--- config.mk ---
export PLATFORM = sky130hd
export DESIGN_NAME = scm_dev_flat
export DESIGN_NICKNAME = d
export VERILOG_FILES = /design/src/rtl/scm_pkg.sv /design/src/rtl/scm_if.sv /design/src/rtl/scm_dev.sv /design/src/flat_wrapper.sv
export VERILOG_INCLUDE_DIRS = /design/src /design/src/rtl
export SDC_FILE = /design/constraint.sdc
export NUM_CORES = 1
export LEC_CHECK = 0
export BUFFER_PORTS_ARGS = -buffer_cell sky130_fd_sc_hd__clkbuf_2
export CAP_MARGIN = 20
export CORE_ASPECT_RATIO = 1.4
export CORE_MARGIN = 2
export CORE_UTILIZATION = 50
export CTS_CLUSTER_DIAMETER = 120
export DETAILED_ROUTE_END_ITERATION = 7
export PLACE_DENSITY = 0.7
export SYNTH_ARGS = -nofsm -noshare
export SYNTH_HDL_FRONTEND = slang
export SYNTH_SLANG_ARGS = --single-unit
--- constraint.sdc ---
create_clock -name clk -period 2.9 [get_ports clk]
set_input_delay 0.58 -clock clk [delete_from_list [all_inputs] [get_ports clk]]
set_output_delay 0.58 -clock clk [all_outputs]
set_load 0.02 [all_outputs]
--- src/rtl/scm_params.svh ---
`ifndef SCM_PARAMS_SVH
`define SCM_PARAMS_SVH

// speed mode encoding
`define SCM_MODE_MIDDLE 2'h0
`define SCM_MODE_HIGH 2'h1
`define SCM_MODE_LOW 2'h2

// middle speed: phi toggles every fourth main edge (divide by eight)
`define SCM_MID_DIV_LAST 2'h3
// stop release count source divider (divide by sixteen)
`define SCM_SRC_DIV_LAST 4'hF
`define SCM_STAB_PRE_INIT 8'hFF
`define SCM_STAB_T1_INIT 8'h01
// auto switch wait in sub oscillator rising edges (two per low-speed cycle)
`define SCM_AUTO_SHORT 4'hA
`define SCM_AUTO_LONG 4'hE
// two-wire bus idles high; start the synchronisers there so reset shows no edge
`define SCM_BUS_IDLE 3'h7

// register offsets
`define SCM_ADDR_CTRL 12'h000
`define SCM_ADDR_CMD 12'h004
`define SCM_ADDR_TIMER 12'h008
`define SCM_ADDR_STATUS 12'h00C

// control register bits
`define SCM_B_MODE_LO 0
`define SCM_B_MODE_HI 1
`define SCM_B_STAB_SEL 2
`define SCM_B_AUTO_EN 3
`define SCM_B_AUTO_WAIT 4
`define SCM_B_MAIN_STOP 5
`define SCM_B_SUB_EN 6
`define SCM_CTRL_RESET 8'h00

// command register bits (write one to issue)
`define SCM_B_CMD_STOP 0
`define SCM_B_CMD_WAIT 1
`define SCM_B_CMD_IRQ 2

// timer register fields
`define SCM_TIMER_PRE_LO 0
`define SCM_TIMER_T1_LO 8

// status register bits
`define SCM_B_ST_MAIN_RUN 2
`define SCM_B_ST_SUB_RUN 3
`define SCM_B_ST_STOP 4
`define SCM_B_ST_WAIT 5
`define SCM_B_ST_PHI 6

`endif

--- src/rtl/scm_pkg.sv ---
package scm_pkg;

  typedef enum logic [1:0] {
    SCM_RUN,
    SCM_WAIT,
    SCM_STOP,
    SCM_RESTART
  } scm_state_t;

  typedef struct packed {
    scm_state_t state;
    logic [1:0] mode;
    logic main_stop;
    logic stab_sel;
    logic auto_en;
    logic auto_wait;
    logic sub_en;
    logic [2:0] main_sync;
    logic [2:0] sub_sync;
    logic [2:0] scl_sync;
    logic [2:0] sda_sync;
    logic phi;
    logic [1:0] div;
    logic [3:0] src16;
    logic [7:0] pre_latch;
    logic [7:0] pre_cnt;
    logic [7:0] t1_latch;
    logic [7:0] t1_cnt;
    logic auto_busy;
    logic [3:0] auto_cnt;
  } scm_dev_state_t;

  typedef struct packed {
    logic [7:0] ctrl;
    logic [7:0] pre;
    logic [7:0] t1;
    logic [31:0] prdata;
    logic ctrl_wr;
    logic stop_req;
    logic wait_req;
    logic irq;
    logic pre_load;
  } scm_host_state_t;

endpackage : scm_pkg

--- src/rtl/scm_if.sv ---
interface scm_if;
  // control image, valid with ctrl_wr
  logic ctrl_wr;
  logic [1:0] mode;
  logic main_stop;
  logic stab_sel;
  logic auto_en;
  logic auto_wait;
  logic sub_en;
  // instruction and event pulses
  logic stop_req;
  logic wait_req;
  logic irq;
  // stabilise timer preload
  logic pre_load;
  logic [7:0] pre_val;
  logic [7:0] t1_val;
  // device status
  logic phi;
  logic [1:0] cur_mode;
  logic main_run;
  logic sub_run;
  logic halted_stop;
  logic halted_wait;

  modport dev (
    input ctrl_wr, mode, main_stop, stab_sel, auto_en, auto_wait, sub_en,
    input stop_req, wait_req, irq, pre_load, pre_val, t1_val,
    output phi, cur_mode, main_run, sub_run, halted_stop, halted_wait
  );

  modport host (
    output ctrl_wr, mode, main_stop, stab_sel, auto_en, auto_wait, sub_en,
    output stop_req, wait_req, irq, pre_load, pre_val, t1_val,
    input phi, cur_mode, main_run, sub_run, halted_stop, halted_wait
  );
endinterface : scm_if

--- src/rtl/scm_dev.sv ---
// What this block does
// - middle speed is main over eight; reset default
// - high speed is main over two
// - low speed is sub over two
// - main stop bit stops main oscillator
// - software waits for main restart to settle
// - software keeps both stable; main above 3x sub
// - stop holds phi high, stops both oscillators
// - stop with select zero loads FF and 01
// - select one leaves prescaler and timer alone
// - release counts oscillator over sixteen, cascaded
// - interrupt restarts; phi held until timer underflow
// - reset release from stop has no wait
// - wait holds phi high; interrupt resumes at once
// - software enables releasing interrupts beforehand
// - software clears timer interrupt enable before stop
// - bus pin edge in low speed switches to middle
// - auto switch waits 4.5-5.5 or 6.5-7.5 cycles
// - timer loaded n divides by n plus one
// - after power-on only main runs; sub pins ports
//
// Our own choices: the APB register port and the address map.
`include "scm_params.svh"

module scm_dev (
  // clock and reset
  input wire logic clk,
  input wire logic rst,
  // oscillator pins
  input wire logic main_osc_in,
  input wire logic sub_osc_in,
  output logic sub_osc_out,
  output logic sub_osc_out_oe,
  output logic sub_pins_as_port,
  // two-wire bus pins, watched only
  input wire logic bus_scl_in,
  input wire logic bus_sda_in,
  // link to the controlling party
  scm_if.dev link
);

  scm_pkg::scm_dev_state_t q;
  scm_pkg::scm_dev_state_t next_q;

  // counter step of a reloading down counter: n gives n+1 ticks per underflow
  function automatic logic [7:0] scm_dn_next(input logic [7:0] cnt, input logic [7:0] latch);
    scm_dn_next = (cnt == 8'h00) ? latch : cnt - 8'h01;
  endfunction : scm_dn_next

  function automatic logic scm_edge(input logic [2:0] s);
    scm_edge = s[1] ^ s[2];
  endfunction : scm_edge

  logic main_live;
  logic sub_live;
  logic main_rise;
  logic sub_rise;
  logic src_rise;
  logic bus_edge;
  logic [3:0] auto_limit;

  always_comb
  begin
    // main stops on its bit or in stop; sub only runs once enabled
    main_live = ~q.main_stop && (q.state != scm_pkg::SCM_STOP);
    sub_live = q.sub_en && (q.state != scm_pkg::SCM_STOP);
    main_rise = q.main_sync[1] & ~q.main_sync[2] & main_live;
    sub_rise = q.sub_sync[1] & ~q.sub_sync[2] & sub_live;
    src_rise = (q.mode == `SCM_MODE_LOW) ? sub_rise : main_rise;
    bus_edge = scm_edge(q.scl_sync) | scm_edge(q.sda_sync);
    auto_limit = q.auto_wait ? `SCM_AUTO_LONG : `SCM_AUTO_SHORT;
  end

  always_comb
  begin
    next_q = q;
    next_q.main_sync = {q.main_sync[1:0], main_osc_in};
    next_q.sub_sync = {q.sub_sync[1:0], sub_osc_in};
    next_q.scl_sync = {q.scl_sync[1:0], bus_scl_in};
    next_q.sda_sync = {q.sda_sync[1:0], bus_sda_in};

    if (link.ctrl_wr)
    begin
      next_q.mode = link.mode;
      next_q.main_stop = link.main_stop;
      next_q.stab_sel = link.stab_sel;
      next_q.auto_en = link.auto_en;
      next_q.auto_wait = link.auto_wait;
      next_q.sub_en = link.sub_en;
      next_q.div = 2'h0;
    end
    if (link.pre_load)
    begin
      next_q.pre_latch = link.pre_val;
      next_q.pre_cnt = link.pre_val;
      next_q.t1_latch = link.t1_val;
      next_q.t1_cnt = link.t1_val;
    end

    case (q.state)
      scm_pkg::SCM_RUN:
      begin
        if (src_rise)
        begin
          if (q.mode == `SCM_MODE_MIDDLE)
          begin
            next_q.div = q.div + 2'h1;
            if (q.div == `SCM_MID_DIV_LAST)
            begin
              next_q.phi = ~q.phi;
            end
          end
          else
          begin
            next_q.phi = ~q.phi;
          end
        end
        // bus activity in low speed brings main back and moves to middle
        if (q.mode == `SCM_MODE_LOW && q.auto_en && !q.auto_busy && bus_edge)
        begin
          next_q.auto_busy = 1'b1;
          next_q.main_stop = 1'b0;
          next_q.auto_cnt = 4'h0;
        end
        if (q.auto_busy && sub_rise)
        begin
          next_q.auto_cnt = q.auto_cnt + 4'h1;
          if (q.auto_cnt + 4'h1 == auto_limit)
          begin
            next_q.mode = `SCM_MODE_MIDDLE;
            next_q.auto_busy = 1'b0;
            next_q.div = 2'h0;
          end
        end
        if (link.stop_req)
        begin
          next_q.state = scm_pkg::SCM_STOP;
          next_q.phi = 1'b1;
          next_q.auto_busy = 1'b0;
          if (!q.stab_sel && !link.pre_load)
          begin
            next_q.pre_latch = `SCM_STAB_PRE_INIT;
            next_q.pre_cnt = `SCM_STAB_PRE_INIT;
            next_q.t1_latch = `SCM_STAB_T1_INIT;
            next_q.t1_cnt = `SCM_STAB_T1_INIT;
          end
        end
        else if (link.wait_req)
        begin
          next_q.state = scm_pkg::SCM_WAIT;
          next_q.phi = 1'b1;
          next_q.auto_busy = 1'b0;
        end
      end
      scm_pkg::SCM_WAIT:
      begin
        if (link.irq)
        begin
          // oscillators never stopped, so no settling time is owed
          next_q.state = scm_pkg::SCM_RUN;
          next_q.div = 2'h0;
        end
      end
      scm_pkg::SCM_STOP:
      begin
        if (link.irq)
        begin
          next_q.state = scm_pkg::SCM_RESTART;
          next_q.src16 = 4'h0;
        end
      end
      scm_pkg::SCM_RESTART:
      begin
        // phi stays high here until timer 1 runs out
        if (src_rise)
        begin
          next_q.src16 = q.src16 + 4'h1;
          if (q.src16 == `SCM_SRC_DIV_LAST)
          begin
            next_q.pre_cnt = scm_dn_next(q.pre_cnt, q.pre_latch);
            if (q.pre_cnt == 8'h00)
            begin
              next_q.t1_cnt = scm_dn_next(q.t1_cnt, q.t1_latch);
              if (q.t1_cnt == 8'h00)
              begin
                next_q.state = scm_pkg::SCM_RUN;
                next_q.div = 2'h0;
              end
            end
          end
        end
      end
      default:
      begin
        next_q.state = scm_pkg::SCM_RUN;
      end
    endcase
  end

  // reset drops straight into running middle speed, even out of stop
  always_ff @(posedge clk or posedge rst)
  begin
    if (rst)
    begin
      q <= '0;
      q.state <= scm_pkg::SCM_RUN;
      q.mode <= `SCM_MODE_MIDDLE;
      q.phi <= 1'b1;
      q.pre_latch <= `SCM_STAB_PRE_INIT;
      q.pre_cnt <= `SCM_STAB_PRE_INIT;
      q.t1_latch <= `SCM_STAB_T1_INIT;
      q.t1_cnt <= `SCM_STAB_T1_INIT;
      q.scl_sync <= `SCM_BUS_IDLE;
      q.sda_sync <= `SCM_BUS_IDLE;
    end
    else
    begin
      q <= next_q;
    end
  end

  assign link.phi = q.phi;
  assign link.cur_mode = q.mode;
  assign link.main_run = main_live;
  assign link.sub_run = sub_live;
  assign link.halted_stop = (q.state == scm_pkg::SCM_STOP) || (q.state == scm_pkg::SCM_RESTART);
  assign link.halted_wait = (q.state == scm_pkg::SCM_WAIT);
  // inverting amplifier stand-in; pins are plain ports until enabled
  assign sub_osc_out = ~q.sub_sync[2];
  assign sub_osc_out_oe = sub_live;
  assign sub_pins_as_port = ~q.sub_en;

endmodule : scm_dev

--- src/flat_wrapper.sv ---
// flat-port wrapper written by rule: the top's interface ports become plain ports
module scm_dev_flat 
  (clk, rst, main_osc_in, sub_osc_in, sub_osc_out, sub_osc_out_oe, sub_pins_as_port, bus_scl_in, bus_sda_in, link_ctrl_wr, link_mode, link_main_stop, link_stab_sel, link_auto_en, link_auto_wait, link_sub_en, link_stop_req, link_wait_req, link_irq, link_pre_load, link_pre_val, link_t1_val, link_phi, link_cur_mode, link_main_run, link_sub_run, link_halted_stop, link_halted_wait);
  scm_if link_i ();
  input wire logic clk;
  input wire logic rst;
  input wire logic main_osc_in;
  input wire logic sub_osc_in;
  output logic sub_osc_out;
  output logic sub_osc_out_oe;
  output logic sub_pins_as_port;
  input wire logic bus_scl_in;
  input wire logic bus_sda_in;
  input wire logic [$bits(link_i.ctrl_wr)-1:0] link_ctrl_wr;
  input wire logic [$bits(link_i.mode)-1:0] link_mode;
  input wire logic [$bits(link_i.main_stop)-1:0] link_main_stop;
  input wire logic [$bits(link_i.stab_sel)-1:0] link_stab_sel;
  input wire logic [$bits(link_i.auto_en)-1:0] link_auto_en;
  input wire logic [$bits(link_i.auto_wait)-1:0] link_auto_wait;
  input wire logic [$bits(link_i.sub_en)-1:0] link_sub_en;
  input wire logic [$bits(link_i.stop_req)-1:0] link_stop_req;
  input wire logic [$bits(link_i.wait_req)-1:0] link_wait_req;
  input wire logic [$bits(link_i.irq)-1:0] link_irq;
  input wire logic [$bits(link_i.pre_load)-1:0] link_pre_load;
  input wire logic [$bits(link_i.pre_val)-1:0] link_pre_val;
  input wire logic [$bits(link_i.t1_val)-1:0] link_t1_val;
  output wire logic [$bits(link_i.phi)-1:0] link_phi;
  output wire logic [$bits(link_i.cur_mode)-1:0] link_cur_mode;
  output wire logic [$bits(link_i.main_run)-1:0] link_main_run;
  output wire logic [$bits(link_i.sub_run)-1:0] link_sub_run;
  output wire logic [$bits(link_i.halted_stop)-1:0] link_halted_stop;
  output wire logic [$bits(link_i.halted_wait)-1:0] link_halted_wait;
  assign link_i.ctrl_wr = link_ctrl_wr;
  assign link_i.mode = link_mode;
  assign link_i.main_stop = link_main_stop;
  assign link_i.stab_sel = link_stab_sel;
  assign link_i.auto_en = link_auto_en;
  assign link_i.auto_wait = link_auto_wait;
  assign link_i.sub_en = link_sub_en;
  assign link_i.stop_req = link_stop_req;
  assign link_i.wait_req = link_wait_req;
  assign link_i.irq = link_irq;
  assign link_i.pre_load = link_pre_load;
  assign link_i.pre_val = link_pre_val;
  assign link_i.t1_val = link_t1_val;
  assign link_phi = link_i.phi;
  assign link_cur_mode = link_i.cur_mode;
  assign link_main_run = link_i.main_run;
  assign link_sub_run = link_i.sub_run;
  assign link_halted_stop = link_i.halted_stop;
  assign link_halted_wait = link_i.halted_wait;
  scm_dev u_core (.clk(clk), .rst(rst), .main_osc_in(main_osc_in), .sub_osc_in(sub_osc_in), .sub_osc_out(sub_osc_out), .sub_osc_out_oe(sub_osc_out_oe), .sub_pins_as_port(sub_pins_as_port), .bus_scl_in(bus_scl_in), .bus_sda_in(bus_sda_in), .link(link_i));
endmodule
==> metrics.txt <==
# TYPE chip_impl_metric gauge
chip_impl_metric{name="timing.final.ws_setup",unit="ns"} 0.201
chip_impl_metric{name="finalSetupTns",unit="ns"} 0
chip_impl_metric{name="finalCoreUtilization",unit="%"} 59.6
chip_impl_metric{name="crit_buf_inv",unit=""} 2
chip_impl_info{name="path_class_of_the_lowest_slack_min_delay_path",value="input pin to async pin"} 1
chip_impl_metric{name="ff_latch_area",unit="um^2"} 1660
chip_impl_metric{name="finalSetupViolations",unit=""} 0
chip_impl_metric{name="reg_to_reg_slack_setup",unit="ns"} 0.20
chip_impl_info{name="worst_setup_path_startpoint",value="u_core.q[63]"} 1
chip_impl_metric{name="avgRoutedWirePerCell",unit="um"} 15.3
chip_impl_metric{name="fmax",unit="GHz"} 0.370
chip_impl_metric{name="drv.max_cap_violation_count",unit=""} 0
chip_impl_metric{name="remaining_routing_drc_violations",unit=""} 0
chip_impl_metric{name="hpwl",unit="um"} 5840
chip_impl_metric{name="synthesized_instance_count",unit=""} 373
chip_impl_metric{name="crit_required",unit="ns"} 3.17
chip_impl_info{name="timing_worst_setup_path_type",value="register to register"} 1
chip_impl_metric{name="ant_nets",unit=""} 0
chip_impl_metric{name="cp_num_cells",unit=""} 8
chip_impl_metric{name="arrival",unit="ns"} 2.97
chip_impl_metric{name="post_cts.resized_instances",unit=""} 0
chip_impl_metric{name="timing.slew.headroom",unit="%"} 56.6
chip_impl_metric{name="detail_route.vias_per_cell",unit=""} 5.51
chip_impl_metric{name="dp_slack",unit="ns"} 0.239
chip_impl_metric{name="final.min_clock_period",unit="ns"} 2.70
chip_impl_metric{name="cts-hold-fix-buffers",unit=""} 0
chip_impl_metric{name="largest_net_degree_at_the_start_of_global_routing",unit=""} 37
chip_impl_metric{name="async_reset_ff_share",unit="%"} 100
chip_impl_metric{name="htree_num_levels",unit=""} 3
chip_impl_info{name="regToRegEndpoint",value="u_core.q[5]"} 1
chip_impl_metric{name="wire_length_of_the_first_global_routing_pass",unit="um"} 13200
chip_impl_metric{name="first_global_vias",unit=""} 2765
chip_impl_metric{name="grt_usage",unit="%"} 21.7
chip_impl_info{name="cts-root-buf",value="sky130_fd_sc_hd__clkbuf_8"} 1
chip_impl_info{name="highest_count_cells_in_the_layout_ignoring_fill_and_taps",value="sky130_fd_sc_hd__clkbuf_2 (43), sky130_fd_sc_hd__dfrtp_1 (40), sky130_fd_sc_hd__mux2i_1 (34)"} 1
chip_impl_metric{name="synth_cell_types",unit=""} 56
chip_impl_info{name="run_status",value="complete, no violations"} 1
chip_impl_metric{name="worst_ir_drop_vdd",unit="V"} 0.000555
chip_impl_metric{name="layout_filler_cell_count",unit=""} 582
chip_impl_metric{name="crit_path_max_incr_delay",unit="ns"} 0.54
chip_impl_info{name="critical_path.reg2reg.startpoint",value="u_core.q[63]"} 1
chip_impl_metric{name="min_period_over_period",unit="%"} 93.1
chip_impl_metric{name="post-cts-setup-buffers",unit=""} 0
chip_impl_metric{name="syn-mean-instance-area",unit="um^2"} 9.68
chip_impl_metric{name="final_max_slew_viol_count",unit=""} 0
chip_impl_info{name="synthFlopType",value="sky130_fd_sc_hd__dfrtp_1"} 1
chip_impl_metric{name="worstMarginPinSlew",unit="ns"} 0.649
chip_impl_metric{name="tritoncts.num_buffers",unit=""} 9
chip_impl_metric{name="power_density",unit="nW/um^2"} 903
chip_impl_info{name="rsz0062_at_grt",value="no"} 1
chip_impl_info{name="tritoncts_clock_tree",value="built"} 1
chip_impl_metric{name="globalplace.congestion",unit=""} 0.842
chip_impl_metric{name="netlist_area",unit="um^2"} 3610
chip_impl_info{name="layout.cells.most_common",value="sky130_fd_sc_hd__clkbuf_2"} 1
chip_impl_metric{name="clkLatencyLatePin",unit="ns"} 0.35
chip_impl_metric{name="seq_area_frac_synth",unit="%"} 45.9
chip_impl_metric{name="fin_nets",unit=""} 463
chip_impl_metric{name="drt_wl_total",unit="um"} 7930
chip_impl_metric{name="die_outline_width",unit="um"} 75.8
chip_impl_metric{name="port_buffers",unit=""} 43
chip_impl_info{name="cp_cell_instances",value="inv_1 -> ha_1 -> nor4bb_1 -> mux2i_1 -> buf_4 -> or3_1 -> a211o_1 -> o221ai_1"} 1
chip_impl_metric{name="yosys_synthesis_warning_count",unit=""} 0
chip_impl_metric{name="grt_overflow_total",unit=""} 0
chip_impl_metric{name="antenna-diode-count",unit=""} 0
chip_impl_info{name="cp-end-kind",value="register"} 1
chip_impl_metric{name="static-leakage-power",unit="uW"} 0.00191
chip_impl_metric{name="cts.sink_count",unit=""} 65
chip_impl_metric{name="initial_drc_count",unit=""} 166
chip_impl_info{name="critical_path.top_delay_family",value="simple AND/OR/NAND/NOR gates"} 1
chip_impl_metric{name="drive_above_1_share",unit="%"} 24.8
chip_impl_metric{name="detailedRoute.firstPassIterationCount",unit=""} 5
chip_impl_metric{name="start_util",unit="%"} 51.7
chip_impl_metric{name="coreArea",unit="um^2"} 6980
chip_impl_metric{name="clock_skew",unit="ns"} 0.00615
chip_impl_info{name="timing.critical_path.from_type",value="register"} 1
chip_impl_info{name="endpoint",value="u_core.q[5]"} 1
chip_impl_metric{name="hold_slack",unit="ns"} 0.299
chip_impl_metric{name="ports",unit=""} 44
chip_impl_metric{name="antenna_found_initial",unit=""} 0
chip_impl_metric{name="synthesized_flop_and_latch_total",unit=""} 65
chip_impl_metric{name="clk_pin_slew_worst_paths",unit="ns"} 0.08
chip_impl_info{name="crit_slowest_cell",value="sky130_fd_sc_hd__or3_1"} 1
chip_impl_metric{name="critPathMaxFanout",unit=""} 15
chip_impl_metric{name="dr_total_vias",unit=""} 2856
chip_impl_metric{name="finalNonFillerCells",unit=""} 518
chip_impl_metric{name="area_occupied_by_multi_input_gates",unit="um^2"} 1780
chip_impl_metric{name="timing.final.hold_violations",unit=""} 0
chip_impl_metric{name="synth_enable_flop_cells",unit=""} 0
chip_impl_metric{name="fp.dieH",unit="um"} 105
chip_impl_metric{name="std_cell_rows",unit=""} 36
chip_impl_metric{name="reg2regPathDepth",unit=""} 8
chip_impl_metric{name="mappedNetlistNets",unit=""} 418
chip_impl_metric{name="clock_tree.buffer_depth",unit=""} 2
chip_impl_metric{name="dp.cells",unit=""} 502
chip_impl_metric{name="fp.dieArea",unit="um^2"} 7920
chip_impl_metric{name="area_growth_from_synthesis_to_layout",unit="%"} 15.2
synth_stat cells, types with 2 or more instances:
master / count / area [um^2]
sky130_fd_sc_hd__buf_4: 4 / 30.0
sky130_fd_sc_hd__nor4_1: 4 / 25.0
sky130_fd_sc_hd__o32ai_1: 2 / 17.5
sky130_fd_sc_hd__nor3_1: 13 / 65.1
sky130_fd_sc_hd__o211ai_1: 11 / 82.6
sky130_fd_sc_hd__buf_2: 2 / 10.0
sky130_fd_sc_hd__dfrtp_1: 40 / 1000
sky130_fd_sc_hd__xnor2_1: 9 / 78.8
sky130_fd_sc_hd__mux2i_1: 34 / 340
sky130_fd_sc_hd__mux2_2: 5 / 56.3
sky130_fd_sc_hd__a21boi_0: 2 / 15.0
sky130_fd_sc_hd__nand3_1: 11 / 55.1
sky130_fd_sc_hd__inv_1: 22 / 82.6
sky130_fd_sc_hd__nand2_1: 32 / 120
sky130_fd_sc_hd__nor3b_1: 2 / 15.0
sky130_fd_sc_hd__o22ai_1: 3 / 18.8
sky130_fd_sc_hd__a21oi_1: 18 / 90.1
sky130_fd_sc_hd__o21a_1: 4 / 30.0
sky130_fd_sc_hd__nor2_1: 32 / 120
sky130_fd_sc_hd__ha_1: 11 / 138
sky130_fd_sc_hd__clkbuf_1: 10 / 37.5
sky130_fd_sc_hd__nor2b_1: 2 / 12.5
sky130_fd_sc_hd__or2_2: 2 / 12.5
sky130_fd_sc_hd__a21o_1: 2 / 15.0
sky130_fd_sc_hd__o21ai_0: 28 / 140
sky130_fd_sc_hd__o41ai_1: 3 / 26.3
sky130_fd_sc_hd__nand2b_1: 8 / 50.1
sky130_fd_sc_hd__dfstp_2: 25 / 657
sky130_fd_sc_hd__o31ai_1: 2 / 15.0
sky130_fd_sc_hd__or3_1: 4 / 25.0
registers in the layout, indices dropped and copies added (netlist names):
signal,cells
u_core.next_q,8
u_core.q,54
u_core.link.cur_mode,2
u_core.link.phi,1
layout make-up:
type	instances	share of cell area, %
inverter	22	1.99
clock inverter	7	2.47
timing repair buffer	52	7.10
sequential	65	39.9
tap	95	2.86
clock buffer	9	2.98
multi-input combinational	268	42.7
report_power, final:
part | total, uW | switching [uW] | internal [uW]
sequential | 1390 | 215 | 1180
combinational | 1490 | 848 | 641
clock | 876 | 383 | 493
total | 3760 | 1450 | 2310
cell families after synthesis:
kind of cell    count (synthesis)  share of synthesized area (%)
flops                          65                           45.9
mux                            40                           11.4
compound gates                 87                           15.5
simple gates                  120                           16.1
xor+xnor                       10                           2.43
buf+inv                        40                           4.85
fa+ha+maj                      11                           3.81
layer usage:
layer  part of all wire (%)  routed length [um]  GRT usage [%]  up-vias
li1                       -                   -              -     1418
met1                     44                3480           28.9     1357
met2                     51                4030           34.5       69
met3                    3.7                 297           5.59       12
met4                    1.5                 118           6.02        0
met5                      0                   0              0        -
worst min path at each step:
stage                      startpoint                end  slack [ns]  depth (start not counted)
finish                            rst  u_core.next_q[54]        0.30                          2
global route               bus_sda_in  u_core.next_q[45]        0.28                          1
CTS                        bus_sda_in  u_core.next_q[45]        0.29                          1
detailed placement  u_core.next_q[51]  u_core.next_q[52]        0.34                          0
global placement    u_core.next_q[51]  u_core.next_q[52]        0.33                          0
floorplan           u_core.next_q[51]  u_core.next_q[52]        0.33                          0
stage by stage:
stage | cell area (um^2) | power, uW
6_report | 4160 | 3760
5_1_grt | 4160 | 4030
4_1_cts | 4160 | 3770
3_5_place_dp | 3930 | 2880
3_3_place_gp | 3930 | 2850
2_1_floorplan | 3610 | 2500
No activity file was read; power rests on OpenSTA's default activity.
